### src/hdl/psr_pkg.sv
// Constants, register map and operating-point table for the request unit.
// Assumes a 125 MHz processor clock and a 32-bit register port.
package psr_pkg;

  localparam int CLK_MHZ = 125;
  localparam int ADDR_W  = 8;
  localparam int DATA_W  = 32;
  localparam int CODE_W  = 16;
  localparam int FREQ_W  = 12;
  localparam int IDX_W   = 3;
  localparam int CNT_W   = 16;

  // Register offsets.
  localparam logic [7:0] PSR_OFF_REQ    = 8'h00;
  localparam logic [7:0] PSR_OFF_REPORT = 8'h04;
  localparam logic [7:0] PSR_OFF_MISC   = 8'h08;
  localparam logic [7:0] PSR_OFF_IDENT  = 8'h0c;
  localparam logic [7:0] PSR_OFF_STAT   = 8'h10;

  // Field positions.
  localparam int PSR_MISC_EN_BIT   = 16;
  localparam int PSR_IDENT_CAP_BIT = 7;
  localparam int PSR_STAT_BUSY     = 0;
  localparam int PSR_STAT_PEND     = 1;
  localparam int PSR_STAT_REJ      = 2;

  // Reset values.
  localparam logic [15:0] PSR_RESET_CODE = 16'h0000;
  localparam logic [11:0] PSR_RESET_FREQ = 12'h320;

  // Settling time of one step, in ns.
  localparam int PSR_SETTLE_NS_DEF = 1000;

  typedef enum logic [2:0]
  {
    PSR_IDLE   = 3'b000,
    PSR_LOOKUP = 3'b001,
    PSR_CHECK  = 3'b011,
    PSR_SETTLE = 3'b010
  } psr_state_e;

  typedef struct packed
  {
    logic              valid;
    logic [FREQ_W-1:0] freq_mhz;
  } psr_entry_s;

  // Legal codes have zero upper bits; the low bits select an entry.
  function automatic psr_entry_s psr_entry(input logic [IDX_W-1:0] idx);
    psr_entry_s e;
    e = '{valid: 1'b0, freq_mhz: 12'h000};
    case (idx)
      3'h0: e = '{valid: 1'b1, freq_mhz: PSR_RESET_FREQ};
      3'h1: e = '{valid: 1'b1, freq_mhz: 12'h3e8};
      3'h2: e = '{valid: 1'b1, freq_mhz: 12'h4b0};
      3'h3: e = '{valid: 1'b1, freq_mhz: 12'h640};
      3'h4: e = '{valid: 1'b1, freq_mhz: 12'h7d0};
      3'h5: e = '{valid: 1'b1, freq_mhz: 12'h960};
      default: e = '{valid: 1'b0, freq_mhz: 12'h000};
    endcase
    return e;
  endfunction

endpackage

### src/hdl/psr_table.sv
// Operating-point table with a registered read port.
// Assumes the index is held stable for the cycle after it is presented.
module psr_table
  import psr_pkg::*;
(
  // Clock and reset
  input  wire logic             clk_sys,
  input  wire logic             rst,
  // Read port
  input  wire logic [IDX_W-1:0] rd_idx,
  output psr_entry_s            rd_data
);

  psr_entry_s data_reg;

  always_ff @(posedge clk_sys)
  begin
    if (rst)
      data_reg <= '{valid: 1'b0, freq_mhz: 12'h000};
    else
      data_reg <= psr_entry(rd_idx);
  end

  assign rd_data = data_reg;

endmodule

### src/hdl/psr_top.sv
// Performance-state request unit: request, report and enable registers.
// Assumes a single-cycle register master on the processor clock.
//
// How it works
// - The identification word reads with its capability bit 7 set.
// - Transitions start only while enable bit 16 is set; reset clears it.
// - Writing a 16-bit code to the request register starts a transition.
// - A write during a transition is kept and taken after it ends.
// - Reading the request register returns the last code written.
// - The report register shows the operating point in effect.
// - A fixed table defines the legal codes and their frequencies.
// - The frequency output jumps straight to the target in one step.
module psr_top
  import psr_pkg::*;
#(
  parameter int SETTLE_NS = PSR_SETTLE_NS_DEF
)
(
  // Clock and reset
  input  wire logic              clk_sys,
  input  wire logic              rst,
  // Register port
  input  wire logic [ADDR_W-1:0] reg_addr,
  input  wire logic [DATA_W-1:0] reg_wdata,
  input  wire logic              reg_wr,
  input  wire logic              reg_rd,
  output logic      [DATA_W-1:0] reg_rdata,
  // Operating point
  output logic      [FREQ_W-1:0] freq_mhz,
  output logic                   transition_busy
);

  localparam int SETTLE_RAW = (SETTLE_NS * CLK_MHZ + 999) / 1000;
  localparam int SETTLE_CYC = (SETTLE_RAW < 1) ? 1 : SETTLE_RAW;
  localparam logic [CNT_W-1:0] SETTLE_LOAD = CNT_W'(SETTLE_CYC - 1);

  psr_state_e        state_reg;
  logic [CODE_W-1:0] req_reg;
  logic [CODE_W-1:0] active_reg;
  logic [CODE_W-1:0] cur_code_reg;
  logic [FREQ_W-1:0] freq_reg;
  logic [CNT_W-1:0]  cnt_reg;
  logic              enable_reg;
  logic              pending_reg;
  logic              rejected_reg;
  logic              busy_reg;
  logic [DATA_W-1:0] rdata_reg;
  psr_entry_s        tbl_data;
  logic              wr_req;
  logic              wr_misc;
  logic              wr_stat;
  logic              take;
  logic              legal;

  assign wr_req  = reg_wr && (reg_addr == PSR_OFF_REQ);
  assign wr_misc = reg_wr && (reg_addr == PSR_OFF_MISC);
  assign wr_stat = reg_wr && (reg_addr == PSR_OFF_STAT);
  assign take    = (state_reg == PSR_IDLE) && enable_reg && pending_reg;
  assign legal   = tbl_data.valid && (active_reg[CODE_W-1:IDX_W] == '0);

  psr_table u_table
  (
    .clk_sys (clk_sys),
    .rst     (rst),
    .rd_idx  (active_reg[IDX_W-1:0]),
    .rd_data (tbl_data)
  );

  // Request and enable registers as software sees them.
  always_ff @(posedge clk_sys)
  begin
    if (rst)
    begin
      req_reg    <= PSR_RESET_CODE;
      enable_reg <= 1'b0;
    end
    else
    begin
      if (wr_req)
        req_reg <= reg_wdata[CODE_W-1:0];
      if (wr_misc)
        enable_reg <= reg_wdata[PSR_MISC_EN_BIT];
    end
  end

  // A new write wins over the take in the same cycle, so nothing is lost.
  always_ff @(posedge clk_sys)
  begin
    if (rst)
      pending_reg <= 1'b0;
    else
      pending_reg <= (pending_reg && !take) || wr_req;
  end

  // Rejected codes are flagged; a set in the clearing cycle wins.
  always_ff @(posedge clk_sys)
  begin
    if (rst)
      rejected_reg <= 1'b0;
    else if ((state_reg == PSR_CHECK) && !legal)
      rejected_reg <= 1'b1;
    else if (wr_stat && reg_wdata[PSR_STAT_REJ])
      rejected_reg <= 1'b0;
  end

  // Transition sequencer. A disable lets the step in flight finish.
  always_ff @(posedge clk_sys)
  begin
    if (rst)
    begin
      state_reg    <= PSR_IDLE;
      active_reg   <= PSR_RESET_CODE;
      cur_code_reg <= PSR_RESET_CODE;
      freq_reg     <= PSR_RESET_FREQ;
      cnt_reg      <= '0;
      busy_reg     <= 1'b0;
    end
    else
    begin
      case (state_reg)
        PSR_IDLE:
        begin
          if (take)
          begin
            state_reg  <= PSR_LOOKUP;
            active_reg <= req_reg;
            busy_reg   <= 1'b1;
          end
        end
        PSR_LOOKUP:
          state_reg <= PSR_CHECK;
        PSR_CHECK:
        begin
          if (legal)
          begin
            state_reg <= PSR_SETTLE;
            freq_reg  <= tbl_data.freq_mhz;
            cnt_reg   <= SETTLE_LOAD;
          end
          else
          begin
            state_reg <= PSR_IDLE;
            busy_reg  <= 1'b0;
          end
        end
        PSR_SETTLE:
        begin
          if (cnt_reg == '0)
          begin
            state_reg    <= PSR_IDLE;
            cur_code_reg <= active_reg;
            busy_reg     <= 1'b0;
          end
          else
            cnt_reg <= cnt_reg - 1'b1;
        end
        default:
        begin
          state_reg <= PSR_IDLE;
          busy_reg  <= 1'b0;
        end
      endcase
    end
  end

  // Read data stand for exactly the cycle after the strobe.
  always_ff @(posedge clk_sys)
  begin
    if (rst)
      rdata_reg <= '0;
    else if (reg_rd)
    begin
      rdata_reg <= '0;
      case (reg_addr)
        PSR_OFF_REQ:    rdata_reg[CODE_W-1:0] <= req_reg;
        PSR_OFF_REPORT: rdata_reg[CODE_W-1:0] <= cur_code_reg;
        PSR_OFF_MISC:   rdata_reg[PSR_MISC_EN_BIT] <= enable_reg;
        PSR_OFF_IDENT:  rdata_reg[PSR_IDENT_CAP_BIT] <= 1'b1;
        PSR_OFF_STAT:
        begin
          rdata_reg[PSR_STAT_BUSY] <= busy_reg;
          rdata_reg[PSR_STAT_PEND] <= pending_reg;
          rdata_reg[PSR_STAT_REJ]  <= rejected_reg;
        end
        default:        rdata_reg <= '0;
      endcase
    end
    else
      rdata_reg <= '0;
  end

  assign reg_rdata       = rdata_reg;
  assign freq_mhz        = freq_reg;
  assign transition_busy = busy_reg;
endmodule

### config.mk
export PLATFORM = sky130hd
export DESIGN_NAME = psr_top
export DESIGN_NICKNAME = d
export VERILOG_FILES = /design/src/hdl/psr_pkg.sv /design/src/hdl/psr_table.sv /design/src/hdl/psr_top.sv
export SDC_FILE = /design/constraint.sdc
export NUM_CORES = 1
export LEC_CHECK = 0
export BUFFER_PORTS_ARGS = -buffer_cell sky130_fd_sc_hd__buf_4
export CORE_AREA = 2 2 89 108
export CTS_CLUSTER_DIAMETER = 100
export DETAILED_ROUTE_END_ITERATION = 10
export DIE_AREA = 0 0 91 110
export PLACE_DENSITY_LB_ADDON = 0.15
export REMOVE_ABC_BUFFERS = 1
export SLEW_MARGIN = 40
export SYNTH_ARGS = -nofsm -noshare
export SYNTH_HDL_FRONTEND = slang
export SYNTH_SLANG_ARGS = --single-unit
### constraint.sdc
create_clock -name clk_sys -period 2.6 [get_ports clk_sys]
set_clock_uncertainty 0.2 [all_clocks]
set_input_delay 0.13 -clock clk_sys [delete_from_list [all_inputs] [get_ports clk_sys]]
set_output_delay 0.13 -clock clk_sys [all_outputs]
set_load 0.1 [all_outputs]
After elaboration in Yosys (flattened, before gate mapping):

Index checks and enable logic that the tools add are counted.

* register bits after elaboration: 128
* latch bits: 0
* memory bits (writable): 0
* memory bits (read-only): 0
* input port bits: 44
* output and inout port bits: 45
* logic and storage cells: 81
* memories: 0

* add/sub/neg operators: 1
* $mul: 0
* div/mod/pow operators: 0
* order comparisons: 0
* equal/unequal tests: 17
* shifts and indexed selects: 0
* multiplexer cells: 18
* bitwise gates (word level): 3
* reductions and logical operators: 27

Operators with widths (number)
* $pmux W13 S6: 1
* $mux W16: 2
* $pmux W16 S2: 1
* $eq A8 B4 Y1 const B: 2
* $logic_not A16 Y1: 1
* $pmux W8 S2: 1
* $sub A16 B1 Y16 const B: 1
* $logic_not A13 Y1: 1
* $eq A3 B2 Y1 const B: 4
* $pmux W3 S4: 1
* $ne A2 B2 Y1 const B: 5
* $logic_and A1 B1 Y1: 9
* $pmux W3 S3: 1
* $eq A8 B3 Y1 const B: 1
* $eq A8 B5 Y1 const B: 1
* $logic_not A8 Y1: 1
* $pmux W4 S2: 1
* $reduce_and A2 Y1: 4
* $eq A3 B1 Y1 const B: 2
* $eq A3 B3 Y1 const B: 2
* $logic_not A3 Y1: 2
* $mux W3: 2
* $mux W1: 5
* $pmux W1 S4: 1
* 10 further kinds: 14

Depth between registers and ports, before layout:

* depth after elaboration: 6
* depth in mapped cells: 8
* gate-level depth less buffers: 6

Cells and area by module:

Synthesis repeated with hierarchy kept, for this count alone.

* cell total of the unflattened synthesis: 506
* area, all modules: 4400.5 um2

Modules (own cells, without submodules)
* psr_top: instances 1, cells each 472, area an instance 4037.6 um2, sequential area each 1981.9 um2
* psr_table: instances 1, cells each 34, area an instance 362.8 um2, sequential area each 200.2 um2

Least setup slack after synthesis:

Ideal clock, no wire load.

* path type: register to register
* start point: reg active_reg[3]
* end point: reg freq_reg[5] (netlist: freq_mhz[5])
* library setup time: 0.137 ns
* arrival: 1.788 ns
* data required time: 2.263 ns
* slack: 0.475 ns
* stages on the path, launching flop included: 7
* path buffers: 2
* clock period less this slack: 2.125 ns
* cells stage by stage: dfxtp_1 or4_4 or4_4 buf_6 buf_8 nand2_1 nand3_1

* word-level cells in the longest chain between the ends: 3

Ends and longest elaborated chain
* start: declaration: RTL line psr_top.sv:39 `logic [CODE_W-1:0] active_reg;`
* start signal: assignment: RTL line psr_top.sv:126 `active_reg <= req_reg;`
* $logic_not A13 Y1: RTL line psr_top.sv:59 `assign legal = tbl_data.valid && (active_reg[CODE_W-1:IDX_W] == '0);`
* $logic_and A1 B1 Y1: RTL line psr_top.sv:59
* $reduce_and A2 Y1 (no source line)
* end signal: assignment: RTL line psr_top.sv:137 `freq_reg <= tbl_data.freq_mhz;`
* end: declaration: RTL line psr_top.sv:41 `logic [FREQ_W-1:0] freq_reg;`

No other way between the ends.
A chain may end at the register's enable or synchronous reset.

Worst setup path in the final report:

* start point: in reg_addr[1]
* end point: reg rdata_reg[7] (netlist: reg_rdata[7])

* word-level cells in the longest chain between the ends: 2
* elaborated cells between the ends (all ways): 4
* classes of those cells: eq/ne (2); mux (1); reduce/logical (1)

Ends and longest elaborated chain
* start: declaration: RTL line psr_top.sv:23 `input wire logic [ADDR_W-1:0] reg_addr,`
* $eq A8 B4 Y1, or another cell as far along: RTL line psr_top.sv:174 `case (reg_addr)`
* $pmux W1 S3 *: RTL line psr_top.sv:174
* end signal: indexed assignment: RTL line psr_top.sv:175 `PSR_OFF_REQ: rdata_reg[CODE_W-1:0] <= req_reg;`
* end signal: indexed assignment: RTL line psr_top.sv:176 `PSR_OFF_REPORT: rdata_reg[CODE_W-1:0] <= cur_code_reg;`
* end signal: indexed assignment: RTL line psr_top.sv:177 `PSR_OFF_MISC: rdata_reg[PSR_MISC_EN_BIT] <= enable_reg;`
* end: declaration: RTL line psr_top.sv:47 `logic [DATA_W-1:0] rdata_reg;`

Mark *: on every way between the ends. The rest lies on a longest branch, timed or not.

==> run summary <==
Final nets -> 608
Hpwl dp -> 6160 um
# setup viols final -> 0
GRT Util Overall -> 0.199
Distinct cell type count after synthesis -> 52
I/O pin count -> 89
Synth Instances -> 496
Worst path buffer plus inverter count -> 4
Register area -> 0.00212 mm^2
Slowest stage cell, crit path -> dlygate4sd3_1
Cell family with most CP delay -> buffers and inverters
CTS root buf -> clkbuf_8
Largest net degree at the start of global routing -> 37
Final Hold Fails -> 0
# placed instances -> 646
Post-Layout Cell Count -> 688
WL final -> 9750 um
CTS tree -> done
Top cell type's share of synthesized area -> 0.483
Area of the multi-input gates -> 0.00200 mm^2
P&R area growth vs syn -> 20.7%
Final period util -> 0.928
NetSw -> 0.730 mW
Number of max-cap violations -> 0
# diodes -> 0
Fill count -> 821
Top FF cell, synth -> dfxtp_1
IO buf count -> 55
WP data required -> 2720 ps
Leakage -> 2.01 nW
Vias per std cell -> 5.24
Grt total ovfl -> 0
Final critical-path required period -> 2410 ps
Setup_tns -> 0 ps
Iter 0 DRT Violations -> 160
Top cells by count, synth -> 106 x dfxtp_1, 96 x nand2_1, 49 x a21oi_1
Max IR drop VDD -> 0.281 mV
Global-route wire length before repair -> 16000 um
Critical Path Max Stage Delay -> 610 ps
CTS max path bufs -> 2
Achievable Freq -> 0.414 GHz
Register area share after synthesis -> 0.483
Worst-Margin Slew -> 795 ps
Number of global-route vias before repair -> 3394
Top post-synthesis cells by area -> dfxtp_1 48%, nand2_1 8.2%, a21oi_1 5.6%
Outcome -> finished, final reports clean
Most frequent CP cell -> dlygate4sd3_1
Inserted Clock Buffers -> 9
DRC violations left -> 0
Worst-path maximum fanout -> 5
Area leader, netlist -> dfxtp_1
Die height -> 110 um
Most common cell in the netlist -> dfxtp_1
Drt pass-1 iters -> 4
Routed Antenna Nets -> 0
Placer Congestion -> 0.812
Cell Pwr Density -> 569 mW/mm^2
Number of synthesized flops with an enable pin -> 0
WL per Instance -> 14.2 um
# rows -> 38
Min-Delay Path Class -> in2reg
Clk pin slew, worst setup/hold paths -> 90 ps
CP endpoint kind -> flip-flop
Max-slew headroom -> 0.470
Netlist Area Pre-Place -> 0.00439 mm^2
Sw Ratio -> 0.242
CP startpoint kind -> primary input
CP Cell Sequence -> dlygate4sd3_1, buf_4, nor3_1, dlygate4sd3_1, nand2_1, a21oi_1, dlygate4sd3_1
Max-slew violations -> 0
Critical path arrival -> 2540 ps
Fraction of layout cells with a size suffix above 1 -> 0.169
Async S/R FF share, synth -> 0
#FFs+latches synth -> 106
H-tree depth -> 3
Logic pwr share -> 0.076
Worst-Skew Late Latency -> 380 ps
Mean Syn Cell Area -> 8.86 um^2
Flop pwr share -> 0.540
Sink Count -> 106
Crit path kind -> in2reg
Initial antenna violation count -> 0
Int Pwr -> 2.29 mW
Max reg flops -> 17
RSZ-0062 raised after global routing -> no
Area of the die -> 0.0100 mm^2
Synthesis Warnings -> 0
Initial Utilization -> 0.492
Clock power share -> 0.384
Cts repair resizes -> 0
Die Width -> 91 um
DR vias -> 3606
Core area -> 0.00894 mm^2
-- layout by cell type, fill, tap and decap left out, types with 5 or more instances in the layout --
cell and instances:
dfxtp_1 106, nand2_1 96, buf_4 64, a21oi_1 49
nand3_1 26, dlygate4sd3_1 26, mux2i_1 21, o21ai_0 19
conb_1 18, nor2_1 16, a22o_1 12, clkbuf_8 11
nor2b_1 7, nor3_1 7, or3_1 7, inv_1 6
nor4_1 5, or4_1 5, nor4b_1 5
-- power groups by stage --
stage          Combinational [mW]  Clock, mW  Sequential (mW)
6_report                    0.231       1.16             1.63
5_1_grt                     0.243       1.24             1.63
4_1_cts                     0.229       1.17             1.63
3_5_place_dp                0.202          0             1.67
3_3_place_gp                0.200          0             1.66
2_1_floorplan               0.140          0             1.66
-- cell families after synthesis --
logic type | after synthesis | synth area share
simple gates | 199 | 0.230
flops | 106 | 0.483
compound gates | 105 | 0.149
buf+inv | 59 | 0.0769
other cells | 1 | 0.000853
xor+xnor | 1 | 0.00199
mux | 24 | 0.0555
fa+ha+maj | 1 | 0.00285
-- worst reg2reg max path, stage by stage (launching register included) --
cell	delay, ps
dfxtp_1	340
inv_1	80
ha_1	210
nor4b_1	380
and4_1	490
buf_12	210
nor2_1	50
a311oi_1	270
-- worst paths after layout --
check,startpoint,end,slack (ps),depth (start not counted)
setup / recovery,reg_addr[1],reg_rdata[7],190,7
hold / removal,reg_addr[6],reg_rdata[16],20,4
setup reg to reg,cnt_reg[0],cnt_reg[2],290,7
hold reg to reg,u_table.rd_data[3],freq_mhz[3],240,2
-- final cells by class --
| cell class | count | share of cell area |
|---|---|---|
| Sequential cell | 106 | 0.400 |
| Multi-Input combinational cell | 348 | 0.377 |
| Timing Repair Buffer | 92 | 0.147 |
| Clock buffer | 12 | 0.0293 |
| Tap cell | 120 | 0.0283 |
| Clock inverter | 4 | 0.0139 |
| Inverter | 6 | 0.00425 |
-- metal layers --
layer	vias up	GRT usage	routed length [um]
met5	-	0	0
met2	73	0.338	4780
met4	0	0.0812	126
met3	12	0.0435	385
li1	1837	-	-
met1	1684	0.247	4460
-- through the flow --
| stage | power [mW] | hold WS [ps] | utilization | setup slack [ps] | cell area (um^2) |
|---|---|---|---|---|---|
| floorplan | 1.80 | -7.56 | - | 278 | 4140 |
| global placement | 1.87 | 189 | 0.538 | 362 | 4810 |
| detailed placement | 1.87 | 195 | 0.538 | 317 | 4810 |
| CTS | 3.02 | 16.1 | 0.593 | 228 | 5300 |
| global route | 3.11 | 30.2 | 0.593 | 52.2 | 5300 |
| finish | 3.02 | 22.5 | 0.593 | 187 | 5300 |
-- what timing repair did --
item / in CTS / in global routing
setup buffers: 0 / 0
endpoints found under the hold margin: 43 / 0
hold buffers: 26 / 0
Note: power is estimated with default switching activity, not from simulation.
